`config.mk`:
```
export PLATFORM = sky130hd
export DESIGN_NAME = i2c_master_stop_arbitration
export DESIGN_NICKNAME = d
export VERILOG_FILES = /design/src/logic/i2c_ms_pkg.sv /design/src/logic/i2c_master_stop_arbitration.sv
export VERILOG_INCLUDE_DIRS = /design/src /design/src/logic
export SDC_FILE = /design/constraint.sdc
export NUM_CORES = 1
export LEC_CHECK = 0
export ABC_AREA = 1
export CAP_MARGIN = 20
export CORE_MARGIN = 2
export CORE_UTILIZATION = 40
export CTS_BUF_LIST = sky130_fd_sc_hd__clkbuf_4 sky130_fd_sc_hd__clkbuf_8
export DETAILED_ROUTE_END_ITERATION = 12
export DONT_BUFFER_PORTS = 1
export GPL_ROUTABILITY_DRIVEN = 0
export PLACE_DENSITY = 0.66
export SYNTH_ARGS = -nofsm -noshare
export SYNTH_HDL_FRONTEND = slang
export SYNTH_SLANG_ARGS = --single-unit
```
`constraint.sdc`:
```
create_clock -name mclk -period 1.5 [get_ports mclk]
set_input_delay 0.3 -clock mclk [delete_from_list [all_inputs] [get_ports mclk]]
set_output_delay 0.3 -clock mclk [all_outputs]
set_load 0.05 [all_outputs]
```
`src/logic/i2c_ms_params.svh`:
```
/*
  Register offsets, field positions and reset values of the I2C master
  stop / arbitration block. Assumes a 32-bit APB slave with byte addresses.
*/
`ifndef I2C_MS_PARAMS_SVH
`define I2C_MS_PARAMS_SVH
`define OFF_CTRL 8'h00
`define OFF_STAT 8'h04
`define OFF_BUF 8'h08
`define OFF_BAUD 8'h0c
`define C_EN 0
`define C_SEN 1
`define C_RSEN 2
`define C_PEN 3
`define C_ACKEN 4
`define C_ACKDT 5
`define C_IRQEN 6
`define S_WRITE_COLLISION_FLAG 0
`define S_BF 1
`define S_BCOL 2
`define S_PIF 3
`define S_START 4
`define S_STOP 5
`define S_BUSY 6
`define CTRL_RST 7'h00
`define BAUD_RST 7'h09
`endif

```
`src/logic/i2c_ms_pkg.sv`:
```
/*
  Types of the I2C master stop / arbitration block.
  Assumes i2c_ms_params.svh supplies offsets and field positions.
*/
package i2c_ms_pkg;
  typedef struct packed {
    logic scl;
    logic sda;
  } line_t;
  typedef enum logic [4:0] {
    IDLE = 5'b00000,
    ST_CHK = 5'b00001,
    ST_HI = 5'b00010,
    ST_LO = 5'b00011,
    RS_LO = 5'b00100,
    RS_REL = 5'b00101,
    RS_HI = 5'b00110,
    RS_SDA = 5'b00111,
    TX_LO = 5'b01000,
    TX_REL = 5'b01001,
    TX_HI = 5'b01010,
    AK_LO = 5'b01011,
    AK_REL = 5'b01100,
    AK_HI = 5'b01101,
    SP_SDA = 5'b01110,
    SP_LO = 5'b01111,
    SP_REL = 5'b10000,
    SP_HI = 5'b10001,
    SP_WAIT = 5'b10010,
    SP_END = 5'b10011
  } state_t;
endpackage : i2c_ms_pkg

```
`src/logic/i2c_master_stop_arbitration.sv`:
```
/*
  I2C master condition sequencer with clock arbitration and bus
  collision handling, reached over APB. Assumes open-drain SCL/SDA
  resolved outside; line inputs are asynchronous to mclk.
*/
// Implementation choices: register access over APB and the placing of the registers.
// How it works
// - buffer write during sequence sets write collision
// - stop sequence first drives SDA low
// - SDA low: count, release SCL, then SDA
// - stop seen loads count; at expiry set flag and clear enable
// - released SCL pauses baud until sampled high
// - sleep keeps working; wake when interrupt enabled
// - reset disables port, aborts transfer
// - start/stop detect bits cleared when disabled
// - stop while not busy raises port flag
// - released one read low is collision
// - collision in transmit clears full, releases lines
// - collision in condition clears its enable
// - after collision, bus stop sets port flag
// - new write restarts at first data bit
// - line low at start is collision
// - start: SDA high loads count; SCL low collides
// - SDA low in first count: assert early
// - second start count ignores SCL, then SCL low
// - repeated start: SDA low at SCL high collides
// - SCL falls before SDA asserted collides
// - both high at expiry: SDA low, then SCL
`timescale 1ns/1ps
`default_nettype none
`include "i2c_ms_params.svh"
module i2c_master_stop_arbitration (
  input wire logic mclk,
  input wire logic rst_n,
  input wire logic psel,
  input wire logic penable,
  input wire logic pwrite,
  input wire logic [7:0] paddr,
  input wire logic [31:0] pwdata,
  output logic [31:0] prdata,
  output logic pready,
  output logic pslverr,
  input wire i2c_ms_pkg::line_t line_in,
  output var i2c_ms_pkg::line_t line_out,
  output var i2c_ms_pkg::line_t line_oe,
  input wire logic sleep_in,
  output logic port_irq,
  output logic wake
);
  i2c_ms_pkg::line_t sync1;
  i2c_ms_pkg::line_t line_s;
  i2c_ms_pkg::line_t line_p;
  i2c_ms_pkg::state_t state;
  i2c_ms_pkg::state_t next_state;
  i2c_ms_pkg::line_t next_oe;
  logic [6:0] ctrl;
  logic [6:0] reload;
  logic [6:0] baud_generator;
  logic [7:0] tbuf;
  logic [7:0] sh;
  logic [3:0] bitn;
  logic write_collision_flag, bf, bcol, pif, s_det, p_det;
  logic brg_load, load, pause, col, fin, tx_end, bit_done;
  logic tmo, en, busy, acc, wr, wr_buf, start_ev, stop_ev, hit;
  logic [31:0] rd;

  assign en = ctrl[`C_EN];
  assign busy = state != i2c_ms_pkg::IDLE;
  assign acc = psel && penable && !pready;
  assign wr = psel && penable && pready && pwrite;
  assign wr_buf = wr && paddr == `OFF_BUF;
  assign tmo = (baud_generator == 7'h00) && !brg_load;
  assign start_ev = line_p.scl && line_s.scl && line_p.sda && !line_s.sda;
  assign stop_ev = line_p.scl && line_s.scl && !line_p.sda && line_s.sda;
  assign hit = paddr == `OFF_CTRL || paddr == `OFF_STAT ||
    paddr == `OFF_BUF || paddr == `OFF_BAUD;

  // two-stage line synchroniser, then one stage of history
  always_ff @(posedge mclk)
  begin
    if (!rst_n)
    begin
      sync1 <= 2'b11;
      line_s <= 2'b11;
      line_p <= 2'b11;
    end
    else
    begin
      sync1 <= line_in;
      line_s <= sync1;
      line_p <= line_s;
    end
  end

  // apb answer: one wait cycle, registered data
  always_comb
  begin
    rd = 32'h0000_0000;
    case (paddr)
      `OFF_CTRL: rd[6:0] = ctrl;
      `OFF_STAT:
      begin
        rd[`S_WRITE_COLLISION_FLAG] = write_collision_flag;
        rd[`S_BF] = bf;
        rd[`S_BCOL] = bcol;
        rd[`S_PIF] = pif;
        rd[`S_START] = s_det;
        rd[`S_STOP] = p_det;
        rd[`S_BUSY] = busy;
      end
      `OFF_BUF: rd[7:0] = tbuf;
      `OFF_BAUD: rd[6:0] = reload;
      default: rd = 32'h0000_0000;
    endcase
  end

  always_ff @(posedge mclk)
  begin
    if (!rst_n)
    begin
      pready <= 1'b0;
      pslverr <= 1'b0;
      prdata <= 32'h0000_0000;
    end
    else
    begin
      pready <= acc;
      pslverr <= acc && !hit;
      prdata <= (acc && !pwrite) ? rd : 32'h0000_0000;
    end
  end

  // control bits; sequence enables only accepted while idle
  always_ff @(posedge mclk)
  begin
    if (!rst_n)
      ctrl <= `CTRL_RST;
    else
    begin
      if (wr && paddr == `OFF_CTRL)
      begin
        ctrl[`C_EN] <= pwdata[`C_EN];
        ctrl[`C_ACKDT] <= pwdata[`C_ACKDT];
        ctrl[`C_IRQEN] <= pwdata[`C_IRQEN];
        if (!busy)
          ctrl[`C_ACKEN:`C_SEN] <= pwdata[`C_ACKEN:`C_SEN];
      end
      if (fin || col || !en)
        ctrl[`C_ACKEN:`C_SEN] <= 4'h0;
    end
  end

  always_ff @(posedge mclk)
  begin
    if (!rst_n)
      reload <= `BAUD_RST;
    else if (wr && paddr == `OFF_BAUD)
      reload <= pwdata[6:0];
  end

  // baud generator
  always_ff @(posedge mclk)
  begin
    if (!rst_n)
      baud_generator <= 7'h00;
    else if (brg_load)
      baud_generator <= reload;
    else if (pause)
      baud_generator <= baud_generator;
    else if (baud_generator != 7'h00)
      baud_generator <= baud_generator - 7'h01;
  end

  // transfer buffer and shifter
  always_ff @(posedge mclk)
  begin
    if (!rst_n)
    begin
      tbuf <= 8'h00;
      sh <= 8'h00;
      bitn <= 4'h0;
    end
    else if (wr_buf && !busy)
    begin
      tbuf <= pwdata[7:0];
      sh <= pwdata[7:0];
      bitn <= 4'h0;
    end
    else if (bit_done)
    begin
      sh <= {sh[6:0], 1'b0};
      bitn <= bitn + 4'h1;
    end
  end

  // sequencer
  always_comb
  begin
    next_state = state;
    next_oe = line_oe;
    load = 1'b0;
    pause = 1'b0;
    col = 1'b0;
    fin = 1'b0;
    tx_end = 1'b0;
    bit_done = 1'b0;
    case (state)
      i2c_ms_pkg::IDLE:
        if (ctrl[`C_SEN])
          next_state = i2c_ms_pkg::ST_CHK;
        else if (ctrl[`C_RSEN])
        begin
          next_oe = 2'b10;
          load = 1'b1;
          next_state = i2c_ms_pkg::RS_LO;
        end
        else if (ctrl[`C_PEN])
        begin
          next_oe.sda = 1'b1;
          next_state = i2c_ms_pkg::SP_SDA;
        end
        else if (ctrl[`C_ACKEN])
        begin
          next_oe = {1'b1, !ctrl[`C_ACKDT]};
          load = 1'b1;
          next_state = i2c_ms_pkg::AK_LO;
        end
        else if (bf)
        begin
          next_oe = {1'b1, !sh[7]};
          load = 1'b1;
          next_state = i2c_ms_pkg::TX_LO;
        end
      i2c_ms_pkg::ST_CHK:
        if (!line_s.sda || !line_s.scl)
          col = 1'b1;
        else
        begin
          load = 1'b1;
          next_state = i2c_ms_pkg::ST_HI;
        end
      i2c_ms_pkg::ST_HI:
        if (!line_s.scl && line_s.sda)
          col = 1'b1;
        else if (!line_s.sda || tmo)
        begin
          next_oe.sda = 1'b1;
          load = 1'b1;
          next_state = i2c_ms_pkg::ST_LO;
        end
      i2c_ms_pkg::ST_LO:
        if (tmo)
        begin
          next_oe.scl = 1'b1;
          fin = 1'b1;
          next_state = i2c_ms_pkg::IDLE;
        end
      i2c_ms_pkg::RS_LO:
        if (tmo)
        begin
          next_oe.scl = 1'b0;
          next_state = i2c_ms_pkg::RS_REL;
        end
      i2c_ms_pkg::RS_REL:
      begin
        pause = 1'b1;
        if (line_s.scl && !line_s.sda)
          col = 1'b1;
        else if (line_s.scl)
        begin
          load = 1'b1;
          next_state = i2c_ms_pkg::RS_HI;
        end
      end
      i2c_ms_pkg::RS_HI:
        if (!line_s.scl && line_s.sda)
          col = 1'b1;
        else if (tmo)
        begin
          next_oe.sda = 1'b1;
          load = 1'b1;
          next_state = i2c_ms_pkg::RS_SDA;
        end
      i2c_ms_pkg::RS_SDA:
        if (tmo)
        begin
          next_oe.scl = 1'b1;
          fin = 1'b1;
          next_state = i2c_ms_pkg::IDLE;
        end
      i2c_ms_pkg::TX_LO, i2c_ms_pkg::AK_LO, i2c_ms_pkg::SP_LO:
        if (tmo)
        begin
          next_oe.scl = 1'b0;
          next_state = state == i2c_ms_pkg::TX_LO ? i2c_ms_pkg::TX_REL :
            state == i2c_ms_pkg::AK_LO ? i2c_ms_pkg::AK_REL :
            i2c_ms_pkg::SP_REL;
        end
      i2c_ms_pkg::TX_REL, i2c_ms_pkg::AK_REL, i2c_ms_pkg::SP_REL:
      begin
        // wait for SCL high, then reload
        pause = 1'b1;
        if (line_s.scl)
        begin
          load = 1'b1;
          next_state = state == i2c_ms_pkg::TX_REL ? i2c_ms_pkg::TX_HI :
            state == i2c_ms_pkg::AK_REL ? i2c_ms_pkg::AK_HI :
            i2c_ms_pkg::SP_HI;
        end
      end
      i2c_ms_pkg::TX_HI:
        if (!line_oe.sda && !line_s.sda && bitn != 4'h8)
          col = 1'b1;
        else if (tmo)
        begin
          next_oe.scl = 1'b1;
          bit_done = 1'b1;
          if (bitn == 4'h8)
          begin
            tx_end = 1'b1;
            next_state = i2c_ms_pkg::IDLE;
          end
          else
          begin
            // a one is sent by releasing the line, ninth slot released
            next_oe.sda = bitn != 4'h7 && !sh[6];
            load = 1'b1;
            next_state = i2c_ms_pkg::TX_LO;
          end
        end
      i2c_ms_pkg::AK_HI:
        if (!line_oe.sda && !line_s.sda)
          col = 1'b1;
        else if (tmo)
        begin
          next_oe.scl = 1'b1;
          fin = 1'b1;
          next_state = i2c_ms_pkg::IDLE;
        end
      i2c_ms_pkg::SP_SDA:
        if (!line_s.sda)
        begin
          load = 1'b1;
          next_state = i2c_ms_pkg::SP_LO;
        end
      i2c_ms_pkg::SP_HI:
        if (tmo)
        begin
          next_oe.sda = 1'b0;
          next_state = i2c_ms_pkg::SP_WAIT;
        end
      i2c_ms_pkg::SP_WAIT:
        if (line_s.sda && line_s.scl)
        begin
          load = 1'b1;
          next_state = i2c_ms_pkg::SP_END;
        end
      i2c_ms_pkg::SP_END:
        if (tmo)
        begin
          fin = 1'b1;
          next_state = i2c_ms_pkg::IDLE;
        end
      default: next_state = i2c_ms_pkg::IDLE;
    endcase
    // collision releases both lines, back to idle
    if (col || !en)
    begin
      next_state = i2c_ms_pkg::IDLE;
      next_oe = 2'b00;
      load = 1'b0;
      col = col && en;
      fin = 1'b0;
      tx_end = 1'b0;
      bit_done = 1'b0;
    end
  end

  always_ff @(posedge mclk)
  begin
    if (!rst_n)
    begin
      state <= i2c_ms_pkg::IDLE;
      line_oe <= 2'b00;
      line_out <= 2'b00;
      brg_load <= 1'b0;
    end
    else
    begin
      state <= next_state;
      line_oe <= next_oe;
      line_out <= 2'b00;
      brg_load <= load;
    end
  end

  // status flags: hardware set wins over write-one-to-clear
  always_ff @(posedge mclk)
  begin
    if (!rst_n)
    begin
      write_collision_flag <= 1'b0;
      bf <= 1'b0;
      bcol <= 1'b0;
      pif <= 1'b0;
    end
    else
    begin
      if (wr && paddr == `OFF_STAT)
      begin
        write_collision_flag <= write_collision_flag && !pwdata[`S_WRITE_COLLISION_FLAG];
        bcol <= bcol && !pwdata[`S_BCOL];
        pif <= pif && !pwdata[`S_PIF];
      end
      if (wr_buf && busy)
        write_collision_flag <= 1'b1;
      if (col)
        bcol <= 1'b1;
      // bus stop while idle and enabled raises port flag
      if (fin || tx_end || (stop_ev && en && !busy))
        pif <= 1'b1;
      if (col || tx_end || !en)
        bf <= 1'b0;
      else if (wr_buf && !busy)
        bf <= 1'b1;
    end
  end

  // bus monitor; software reads these before claiming bus
  always_ff @(posedge mclk)
  begin
    if (!rst_n || !en)
    begin
      s_det <= 1'b0;
      p_det <= 1'b0;
    end
    else if (start_ev)
    begin
      s_det <= 1'b1;
      p_det <= 1'b0;
    end
    else if (stop_ev)
    begin
      s_det <= 1'b0;
      p_det <= 1'b1;
    end
  end

  // sequencer runs in sleep; wake on enabled flag
  always_ff @(posedge mclk)
  begin
    if (!rst_n)
    begin
      port_irq <= 1'b0;
      wake <= 1'b0;
    end
    else
    begin
      port_irq <= pif && ctrl[`C_IRQEN];
      wake <= sleep_in && pif && ctrl[`C_IRQEN];
    end
  end
endmodule : i2c_master_stop_arbitration
`default_nettype wire

```
Word-level counts from Yosys, hierarchy flattened
Index checks and enable logic that the tools add are counted.
- register bits: 97
- input bits: 48
- logic and storage cells: 275
- add/sub/neg operators: 2
- eq/ne operators: 49
- muxes and demuxes: 97
- bitwise operators: 2
- reductions and logical operators: 95
- operator list (cell ; number):
    2-to-1 mux 5 bit ; 26
    one-hot mux 5 bit (14 select lines) ; 1
    2-to-1 mux 1 bit ; 52
    equality test 5 x 4 -> 1 bit (second input constant) ; 8
    inequality test 2 bit (second input constant) ; 19
    logical AND 1 bit ; 33
    one-hot mux 7 bit (4 select lines) ; 1
    2-to-1 mux 7 bit ; 3
    equality test 5 x 3 -> 1 bit (second input constant) ; 4
    equality test 5 bit (second input constant) ; 4
    logical NOT 1 bit ; 17
    AND reduction 17 bit ; 1
    equality test 8 x 4 -> 1 bit (second input constant) ; 2
    2-to-1 mux 8 bit ; 2
    one-hot mux 1 bit (5 select lines) ; 3
    nonzero test 5 bit ; 3
    OR reduction 2 bit ; 7
    logical OR 1 bit ; 13
    2-to-1 mux 2 bit ; 6
    nonzero test 2 bit ; 6
    AND reduction 11 bit ; 1
    equality test 5 x 2 -> 1 bit (second input constant) ; 2
    one-hot mux 1 bit (9 select lines) ; 1
    OR reduction 3 bit ; 3
    22 further kinds ; 27

Depth between registers and ports, before layout
Gate-level depths: netlist (run 1).
- depth in word-level cells: 10
- gate-level depth with buffers: 13
- gate-level depth less buffers: 13

Worst setup path after synthesis (run 1)
OpenSTA, ideal clock, no wires.
- path kind: register to register
- start point: reg pready
- end point: reg ctrl[2]
- setup time: 0.126 ns
- data arrival time: 1.837 ns
- setup slack: -0.463 ns
- cell stages (with the launch flop): 10
- path buffers: 0
- path through: dfxtp_1 -> inv_1 -> nor3_1 -> inv_1 -> nor2_1 -> inv_2 -> nor2_2 -> inv_1 -> nand2_1 -> a21oi_2
- longest elaborated chain between the ends: 4
- RTL lines (item ; line ; RTL):
    start, declared ; i2c_master_stop_arbitration.sv:41 ; output logic pready,
    start signal, assigned ; i2c_master_stop_arbitration.sv:121 ; pready <= 1'b0;
    start signal, assigned ; i2c_master_stop_arbitration.sv:127 ; pready <= acc;
    logical AND 1 bit (2 in a row) ; i2c_master_stop_arbitration.sv:70 ; assign wr = psel && penable && pready && pwrite;
    logical AND 1 bit (no source line) ; -- ;
    AND reduction 2 bit (no source line) ; -- ;
    end signal, assigned ; i2c_master_stop_arbitration.sv:137 ; ctrl <= `CTRL_RST;
    end signal, assigned by index ; i2c_master_stop_arbitration.sv:142 ; ctrl[`C_EN] <= pwdata[`C_EN];
    end signal, assigned by index ; i2c_master_stop_arbitration.sv:143 ; ctrl[`C_ACKDT] <= pwdata[`C_ACKDT];
    end, declared ; i2c_master_stop_arbitration.sv:56 ; logic [6:0] ctrl;
Every way passes these cells.
A chain may end at the register's enable or synchronous reset.

Worst setup path in the final report (run 1)
- start point: reg state[2]
- end point: reg sh[0]
- longest elaborated chain between the ends: 6
- elaborated cells on any way between the ends: 16
- those cells by class: eq/ne: 6; mux: 4; reduce/logical: 6
- RTL lines (item ; line ; RTL):
    start, declared ; i2c_master_stop_arbitration.sv:53 ; i2c_ms_pkg::state_t state;
    start signal, assigned ; i2c_master_stop_arbitration.sv:383 ; state <= i2c_ms_pkg::IDLE;
    start signal, assigned ; i2c_master_stop_arbitration.sv:390 ; state <= next_state;
    equality test 5 x 3 -> 1 bit or equality test 5 x 2 -> 1 bit (tied branches) ; i2c_master_stop_arbitration.sv:207 ; case (state)
    OR reduction 2 bit (no source line) ; -- ;
    one-hot mux 1 bit (5 select lines) ; i2c_master_stop_arbitration.sv:207 ;
    logical OR 1 bit ; i2c_master_stop_arbitration.sv:367 ; if (col || !en)
    2-to-1 mux 1 bit ; i2c_master_stop_arbitration.sv:367 ;
    nonzero test 2 bit (no source line) ; -- ;
    end signal, assigned ; i2c_master_stop_arbitration.sv:186 ; sh <= pwdata[7:0];
    end signal, assigned ; i2c_master_stop_arbitration.sv:191 ; sh <= {sh[6:0], 1'b0};
    end, declared ; i2c_master_stop_arbitration.sv:60 ; logic [7:0] sh;
Several ways; a longest one is shown, not always the timed one.

==> results of run 1 <==
==> final cells by class <==
| class | count | area share, % |
|---|---|---|
| Clock inverter | 7 | 1.300 |
| Sequential cell | 73 | 24.96 |
| Timing Repair Buffer | 126 | 17.75 |
| Inverter | 79 | 5.345 |
| Multi-Input combinational cell | 454 | 45.71 |
| Tap cell | 136 | 2.851 |
| Clock buffer | 9 | 2.075 |
==> logic make-up (layout without fill, tap and decap cells) <==
family                   Yosys count  after routing  share of synthesized area [%]
AO/OA/AOI/OAI                    116            116                          15.52
XOR/XNOR                           3              3                         0.6304
adder cells (fa/ha/maj)            4              4                          1.201
buffers and inverters            118            221                          13.63
flip-flops                        73             73                          35.05
other                              1             26                        0.08995
AND/OR/NAND/NOR                  301            305                          33.88
==> where the power goes <==
part           internal [mW]  leakage, nW  total, mW  switching (mW)
clock network          0.786        0.102       1.61           0.828
registers               2.02        0.598       2.08          0.0553
logic                  0.726         1.79       1.67           0.946
total                   3.53         2.49       5.36            1.83
==> state kept, by name, summed over array words and instances, names as in the netlist, 4 cells and up <==
name            flops
prdata              8
sh                  8
tbuf                8
baud_generator      7
ctrl                7
reload              7
state               5
bitn                4
==> critical path, delay by kind of cell (launching register included) <==
| kind | cells | cell delay (ns) |
|---|---|---|
| simple gates | 6 | 0.78 |
| flops | 1 | 0.37 |
| compound gates | 1 | 0.12 |
| buf+inv | 3 | 0.39 |
==> how the worst min path moves through the flow <==
stage                endpoint  cells past startpoint
detailed placement  line_p[0]                      1
global route        line_p[1]                      1
finish              line_p[0]                      1
floorplan           line_s[0]                      1
CTS                 line_p[0]                      1
global placement    line_p[1]                      1
==> per-layer routing <==
metal / share of wire [%] / GRT usage [%]
met5: 0 / 0
met4: 3.2 / 10.53
met3: 7.6 / 4.231
met2: 48 / 39.91
met1: 41 / 29.52
==> metrics by stage <==
step | setup WS, ns | std cells
2_1_floorplan | 0.0005346 | 641
3_3_place_gp | -0.2090 | 836
3_5_place_dp | -0.2365 | 836
4_1_cts | -0.2021 | 871
5_1_grt | -0.3328 | 884
6_report | -0.2158 | 884
==> synth_stat cells, drive strengths merged, types with 5 or more instances <==
master    n
nand2   128
nor2     93
inv      77
dfxtp    73
nand3    52
a21oi    47
o21ai    46
buf      34
o22ai    13
nor3     11
nand4     9
clkbuf    5
==> repair_timing <==
item | 4_1_cts | 5_1_grt
resized for setup | 88 | 57
buffers inserted | 11 | 14
pin swaps | 30 | 43
setup endpoints to repair | 42 | 48
hold endpoints to repair | 0 | 0
gates cloned | 8 | 0
==> flow_summary_export.csv, run 1 <==
group,metric,value,unit
outcome,outcome,"finished with violations",
outcome,violations,"negative setup slack",
sta,fin_crit,1.716,ns
sta,fin_crit_sh,114.4,%
global_routing,grt_usage,23.66,%
synthesis,synth_top_area_cell,"dfxtp_1",
setup_path,worst-endpoint-required,1.80,ns
synthesis,yosys-top-cells-area,"dfxtp_1, nand2_1, nor2_1",
setup_path,critPathMaxStageDelay,0.37,ns
sta,fmax,582.8,MHz
cts,cts_sinks,73,
setup_path,critPathKind,"flip-flop to flip-flop",
routing,drt_iter0_markers,342,
synthesis,synth.distinct_cells,39,
floorplan,num_rows,37,
setup_path,critPathLaunch,"state[2]",
sta,finalSetupTns,-6.296,ns
cts,cts_tree,"done",
sta,finalHoldViolCount,0,
synthesis,syn_inst,616,
routing,drc,0,
sta,timing.final.ws_setup,-0.2158,ns
placement,placed_cell_area,5002,µm²
setup_path,ff2ff_path_depth,10,
routing,viasPerCell,5.290,
sta,finalHoldWorstSlack,0.01472,ns
synthesis,synth_ff_type,"dfxtp_1",
finish,seq_area,1490,µm²
global_routing,grt_pass1_wl,21020,µm
finish,antenna_cells,0,
routing,num_vias,4676,
sta,setup_viol,43,
synthesis,synth.avg_cell_area,6.768,µm²
setup_path,ff2ff_setup_slack,-0.22,ns
cts,cts_max_level,3,
floorplan,die-area,11260,µm²
setup_path,cp_cell_sequence,"buf_6 -> nor2_4 -> buf_6 -> nand4_1 -> nand3_2 -> nor2_4 -> nand3_4 -> nand2_4 -> buf_6 -> o21ai_2",
finish,multiInputGateArea,2729,µm²
setup_path,cp-start-kind,"flip-flop",
finish,fin_area,5969,µm²
floorplan,die_h,106.1,µm
floorplan,ios,88,
routing,ant_nets,0,
floorplan,start_util,40.75,%
placement,dpl.hpwl,9018,µm
sta,slew_viol_final,0,
synthesis,async_reset_ff_share,0,%
power,p_leak,2.490,nW
floorplan,die_x,106.1,µm
global_routing,grt_pass1_vias,4435,
finish,final_core_util,58.35,%
global_routing,antenna_found_initial,0,
floorplan,core,10230,µm²
setup_path,arrival,2.02,ns
synthesis,synth_edf_count,0,
setup_path,endpoint_kind,"flip-flop",
synthesis,syn-cell-area,4169,µm²
synthesis,seq_area_frac_synth,35.05,%
routing,wirelength,13600,µm
finish,drive_above_1_share,39.71,%
synthesis,synth_seq_cells,73,
setup_path,path_common_cell,"buf_6",
setup_path,r2r_end,"sh[0]",
cts,cts.path.max_buffers,2,
power,p_total,5.364,mW
finish,syn2layout_area_growth,43.19,%
finish,nNetsFinal,795,
worst_hold_path,holdCritStartpoint,"rst_n",
cts,clk_latency,0.36,ns
cts,clk_pin_slew_worst_paths,0.09,ns
worst_hold_path,hp-class,"primary input to flip-flop",
global_routing,grt_start_max_net_pins,30,
power,power.density,898.5,nW/µm²
sta,rsz0062_at_grt,"true",
routing,dr.pass1.iters,6,
finish,final_common_cell,"nand2_1",
sta,finalClockSkew,0.01303,ns
setup_path,cp_max_fo,7,
routing,wire_per_inst,15.38,µm
setup_path,critPathCapture,"sh[0]",
finish,layout_common_cells,"nand2_1, buf_4, dfxtp_1, nor2_1, inv_1",
power,ir_drop,0.0004421,V
setup_path,rr_startpoint,"state[2]",
cts,clock-root-buffer,"clkbuf_8",
synthesis,netlist.area_leader.share,35.05,%
finish,nFillCells,922,
cts,numCtsBuffers,9,
global_routing,grt_overflow_total,0,
setup_path,crit_slowest_cell,"dfxtp_4",
placement,portBuffers,0,
cts,holdBufCountCts,0,
synthesis,yosys_warnings,0,
job,cap_viol_max_count,0,
Note: power is estimated with default switching activity, not from simulation.
==> inputs of run 2 (changes only) <==
--- a/config.mk
+++ b/config.mk
@@ -6,7 +6,6 @@
 export SDC_FILE = /design/constraint.sdc
 export NUM_CORES = 1
 export LEC_CHECK = 0
-export ABC_AREA = 1
 export CAP_MARGIN = 20
 export CORE_MARGIN = 2
 export CORE_UTILIZATION = 40
==> run 2 against run 1 <==
Net effect:
- the flow still finishes with violations (negative setup slack)
- synthesized cell count down 21%
- count of clock-buffer cells in the layout up 1
- wire length down 11%
- first-iteration DRC count down 6.1%
- synthesized area down 1.8%
- worst hold slack worse by 0.0072 ns
- register-to-register slack worse by 0.21 ns
- sequential share of layout area up 1.3 points
- largest power group unchanged
==> flow_summary_export.csv, run 2 <==
group,metric,value,unit
power,power.density,928.4,nW/µm²
sta,fmax,518.8,MHz
routing,drc,0,
synthesis,synth_top_area_cell,"dfxtp_1",
finish,antenna_cells,0,
sta,rsz0062_at_grt,"true",
synthesis,seq_area_frac_synth,35.69,%
finish,instances_no_fill,719,
routing,dr.pass1.iters,4,
synthesis,synth_most_common_cell,"dfxtp_1",
routing,ant_nets,0,
routing,viasPerCell,5.419,
global_routing,grt_usage,21.64,%
setup_path,critPathKind,"flip-flop to flip-flop",
floorplan,die_x,105.2,µm
finish,nNetsFinal,634,
worst_hold_path,hp-class,"primary input to flip-flop",
global_routing,grt_pass1_wl,19050,µm
global_routing,grt_pass1_vias,3766,
placement,dpl.hpwl,8234,µm
finish,syn2layout_area_growth,38.25,%
global_routing,grt_start_max_net_pins,47,
synthesis,async_reset_ff_share,0,%
sta,relSlewSlack,60.38,%
setup_path,arrival,2.17,ns
setup_path,endpoint_kind,"flip-flop",
outcome,violations,"negative setup slack",
setup_path,cp-start-kind,"flip-flop",
setup_path,cp_max_fo,7,
cts,cts_tree,"done",
finish,final_core_util,57.39,%
routing,num_vias,3896,
synthesis,synth.distinct_cells,63,
synthesis,synth_seq_cells,73,
synthesis,synth_ff_type,"dfxtp_1",
synthesis,yosys_warnings,0,
sta,setup_viol,44,
synthesis,synth.avg_cell_area,8.461,µm²
synthesis,syn-cell-area,4095,µm²
floorplan,core,9864,µm²
global_routing,antenna_found_initial,0,
job,cap_viol_max_count,0,
cts,cts_sinks,73,
cts,clock-root-buffer,"clkbuf_8",
power,pwr-share-clk,29.8,%
routing,wire_per_inst,16.77,µm
cts,clk_latency,0.36,ns
finish,layout_common_cells,"buf_4, dfxtp_1, nand2_1, nor2_1, conb_1",
routing,drt_iter0_markers,321,
routing,wirelength,12060,µm
cts,numCtsBuffers,9,
finish,final_common_cell,"buf_4",
setup_path,critPathLaunch,"state[3]",
placement,dp_cells,679,
sta,fin_crit,1.928,ns
finish,drive_above_1_share,38.74,%
sta,fin_crit_sh,128.5,%
power,p_leak,2.274,nW
power,swShare,32.45,%
sta,finalClockSkew,0.01152,ns
cts,cts.path.max_buffers,2,
outcome,outcome,"finished with violations",
synthesis,yosys-top-cells-area,"dfxtp_1, nand2_1, buf_4",
placement,portBuffers,0,
power,p_sw,1.705,mW
sta,timing.final.ws_setup,-0.4276,ns
synthesis,synth_edf_count,0,
power,p_seq_share,39.4,%
synthesis,netlist.area_leader.share,35.69,%
sta,slew_viol_final,0,
power,pwr-share-comb,30.8,%
sta,finalHoldViolCount,0,
floorplan,die-area,11060,µm²
power,internal_power,3.551,mW
finish,reg_top3,"prdata x8, sh x8, tbuf x8",
cts,clk_pin_slew_worst_paths,0.08,ns
power,ir_drop,0.0005385,V
global_routing,grt_overflow_total,0,
synthesis,syn_inst,484,
setup_path,rr_startpoint,"state[3]",
synthesis,synthTopCellsByCount,"dfxtp_1, nand2_1, nor2_1, buf_4, a21oi_1",
floorplan,start_util,41.51,%
floorplan,die_h,105.2,µm
floorplan,num_rows,36,
placement,pre_cts_ws,-0.5199,ns
worst_hold_path,holdCritStartpoint,"rst_n",
cts,cts_max_level,3,
floorplan,ios,88,
sta,worst_slew_pin_slew,0.5866,ns
setup_path,worst-endpoint-required,1.75,ns
[run 2: logic make-up after synthesis]
group,synth area share [%]
simple gates,25.18
compound gates,18.42
flops,35.69
buf+inv,9.777
mux,8.769
fa+ha+maj,1.222
xor+xnor,0.8556
other cells,0.09157
[run 2: power groups by stage]
stage / clock network (mW) / registers (mW) / logic (mW)
2_1_floorplan: 0 / 2.14 / 0.908
3_3_place_gp: 0 / 2.12 / 1.27
3_5_place_dp: 0 / 2.12 / 1.30
4_1_cts: 1.59 / 2.07 / 1.47
5_1_grt: 1.68 / 2.08 / 1.74
6_report: 1.57 / 2.07 / 1.62
[run 2: timing repair]
item | CTS | global route
endpoints found under the setup margin | 45 | 49
endpoints found under the hold margin | 0 | 1
hold buffers | 0 | 1
setup buffers | 21 | 4
cloned | 2 | 0
resized for setup | 60 | 26
pin swaps | 26 | 36
[run 2: layer usage]
layer / vias to the layer above / wire length (µm) / global-route usage (%)
met2: 165 / 5866 / 35.12
met5: - / 0 / 0
met3: 26 / 809 / 5.053
met4: 0 / 294 / 8.667
met1: 1843 / 5089 / 27.62
li1: 1862 / - / -
[run 2: layout make-up]
cell class,instances,area (µm²)
fillers,809,4203
inverters,14,52.55
clock buffers,10,137.6
clock inverters,5,56.30
flip-flops and latches,73,1485
multi-input cells,363,2723
repair buffers,121,1041
well taps,133,166.4
[run 2: worst paths after layout]
kind / endpoint / slack, ns / cells past startpoint
max: state[3] / -0.43 / 8
min: reload[0] / 0.008 / 1
max reg2reg: state[3] / -0.43 / 8
min reg2reg: line_s[0] / 0.41 / 1
[run 2: stage by stage]
step	hold slack, ns	TNS (ns)	cell area [µm²]	power (mW)
2_1_floorplan	0.3863	-14.58	4403	3.048
3_3_place_gp	0.3741	-18.18	4905	3.390
3_5_place_dp	0.3775	-19.59	4905	3.417
4_1_cts	0.00002304	-11.66	5502	5.132
5_1_grt	0.02522	-16.32	5662	5.491
6_report	0.007547	-12.71	5662	5.256
[run 2: worst max-delay path, cell delays in order, from the launching register on]
cell and delay, ns:
dfxtp_4 0.36, buf_12 0.13, nor4bb_1 0.12, a211oi_2 0.30, nor3_2 0.11, nor4_4 0.33
buf_6 0.18, mux2i_1 0.23, nor2_1 0.05
==> inputs of run 3 (changes only) <==
--- a/config.mk
+++ b/config.mk
@@ -13,7 +13,7 @@
 export DETAILED_ROUTE_END_ITERATION = 12
 export DONT_BUFFER_PORTS = 1
 export GPL_ROUTABILITY_DRIVEN = 0
-export PLACE_DENSITY = 0.66
+export PLACE_DENSITY = 0.64
 export SYNTH_ARGS = -nofsm -noshare
 export SYNTH_HDL_FRONTEND = slang
 export SYNTH_SLANG_ARGS = --single-unit
==> constraint.sdc (replaced) <==
create_clock -name mclk -period 1.8 [get_ports mclk]
set_input_delay 0.36 -clock mclk [delete_from_list [all_inputs] [get_ports mclk]]
set_output_delay 0.36 -clock mclk [all_outputs]
set_load 0.05 [all_outputs]
==> run 3 against run 2 <==
Net effect:
- sequential cell count stayed put
- die area stayed put
- first-iteration DRC count is 18% lower
- critical path type unchanged
- utilization is 4.5 points lower
- combinational power is 40% lower
- the flow still finishes with violations (negative setup slack)
- clock skew is 0.00067 ns lower
- largest cell class unchanged
- clock power is 17% lower
==> flow_summary_export.csv, run 3 (synthesis gave the netlist of run 2 again) <==
group,metric,value,unit
sta,setup_viol,30,
finish,nNetsFinal,612,
cts,cts_sinks,73,
worst_hold_path,min_to,"reload[3]",
cts,clock-root-buffer,"clkbuf_8",
global_routing,antenna_found_initial,0,
routing,num_vias,3767,
floorplan,num_rows,36,
routing,ant_nets,0,
setup_path,worst-endpoint-required,2.05,ns
finish,syn2layout_area_growth,27.34,%
sta,fin_crit_sh,109.4,%
floorplan,die-area,11060,µm²
power,power.density,766.5,nW/µm²
sta,finalHoldViolCount,0,
power,p_leak,2.122,nW
setup_path,critPathKind,"flip-flop to flip-flop",
power,p_total,3.997,mW
routing,wirelength,10940,µm
finish,drive_above_1_share,29.38,%
routing,drt_iter0_markers,264,
outcome,violations,"negative setup slack",
global_routing,grt_overflow_total,0,
routing,dr.pass1.iters,5,
cts,holdBufCountCts,0,
cts,numCtsBuffers,9,
floorplan,core,9864,µm²
sta,fin_crit,1.969,ns
placement,dpl.hpwl,7869,µm
outcome,outcome,"finished with violations",
setup_path,cp-start-kind,"flip-flop",
placement,pre_cts_ws,-0.3272,ns
floorplan,start_util,41.51,%
setup_path,endpoint_kind,"flip-flop",
global_routing,grt_use_met2,32.35,%
sta,timing.final.ws_setup,-0.1687,ns
floorplan,die_h,105.2,µm
floorplan,ios,88,
job,cap_viol_max_count,0,
setup_path,arrival,2.22,ns
placement,dp_cells,669,
sta,fmax,508.0,MHz
cts,cts_tree,"done",
cts,clk_pin_slew_worst_paths,0.08,ns
worst_hold_path,hold_depth,1,
sta,finalClockSkew,0.01085,ns
power,ir_drop,0.0005168,V
setup_path,r2r_end,"state[2]",
setup_path,ff2ff_path_depth,8,
placement,portBuffers,0,
worst_hold_path,hp-class,"primary input to flip-flop",
worst_hold_path,holdCritStartpoint,"rst_n",
routing,viasPerCell,5.397,
routing,drc,0,
global_routing,grt_usage,19.87,%
finish,final_common_cell,"buf_4",
cts,cts.path.max_buffers,2,
global_routing,grt_start_max_net_pins,47,
global_routing,grt_pass1_vias,3574,
setup_path,rr_startpoint,"state[3]",
finish,antenna_cells,0,
floorplan,die_x,105.2,µm
cts,cts_max_level,3,
sta,rsz0062_at_grt,"true",
sta,worst_slew_pin_slew,0.5151,ns
global_routing,grt.busiest_layer,"met2",
routing,wire_per_inst,15.67,µm
finish,instances_no_fill,698,
global_routing,met3_usage,6.051,%
cts,clk_latency,0.36,ns
global_routing,grt_pass1_wl,17650,µm
finish,final_core_util,52.87,%
sta,slew_viol_final,0,
global_routing,met1_usage,25.73,%
setup_path,cp_max_fo,6,
setup_path,ff2ff_setup_slack,-0.17,ns
finish,layout_common_cells,"buf_4, dfxtp_1, nand2_1, nor2_1, conb_1",
finish,reg_top3,"prdata x8, sh x8, tbuf x8",
sta,relSlewSlack,65.61,%
[run 3: repair_timing]
item,in CTS,in global routing
cloned,1,0
endpoints found under the setup margin,39,41
gates resized for setup,37,21
setup buffers,7,6
pin swaps,14,8
[run 3: where the power goes]
group / switching (mW) / internal, mW
registers: 0.0539 / 1.68
logic: 0.554 / 0.414
clock network: 0.640 / 0.660
total: 1.25 / 2.75
[run 3: per-stage QoR]
stage | area, µm² | setup TNS [ns] | hold WS [ns]
global placement | 4693 | -7.437 | 0.3888
global route | 5215 | -4.583 | 0.04845
finish | 5215 | -1.880 | 0.06160
floorplan | 4229 | -0.9288 | 0.3863
detailed placement | 4693 | -8.830 | 0.4005
CTS | 5122 | -1.423 | 0.05456
[run 3: worst max-delay path by stage]
| stage | from | endpoint | slack, ns | cells past startpoint |
|---|---|---|---|---|
| 2_1_floorplan | baud_generator[3] | state[0] | -0.1 | 6 |
| 3_3_place_gp | state[2] | line_oe[0] | -0.26 | 6 |
| 3_5_place_dp | state[1] | line_oe[0] | -0.33 | 6 |
| 4_1_cts | state[4] | state[3] | -0.11 | 9 |
| 5_1_grt | state[3] | state[2] | -0.26 | 8 |
| 6_report | state[3] | state[2] | -0.17 | 8 |
[run 3: cell type report]
| cell class | instances | area (µm²) |
|---|---|---|
| repair buffers | 99 | 825.8 |
| flip-flops and latches | 73 | 1484 |
| clock buffers | 10 | 131.4 |
| inverters | 14 | 52.55 |
| fillers | 899 | 4649 |
| multi-input cells | 363 | 2487 |
| well taps | 133 | 166.4 |
| clock inverters | 6 | 67.56 |
[run 3: metal layers]
metal	share of wire [%]	routed length, µm
met1	43	4753
met2	47	5161
met3	8.1	885
met4	1.2	136
met5	0	0
[run 3: worst max-delay path: stages (launching register included)]
cell     delay, ns
dfxtp_4       0.38
buf_4         0.14
and3b_1       0.20
nand4_1       0.10
nand4_1       0.20
nor4_4        0.35
buf_4         0.20
mux2i_1       0.22
nor2_1        0.07
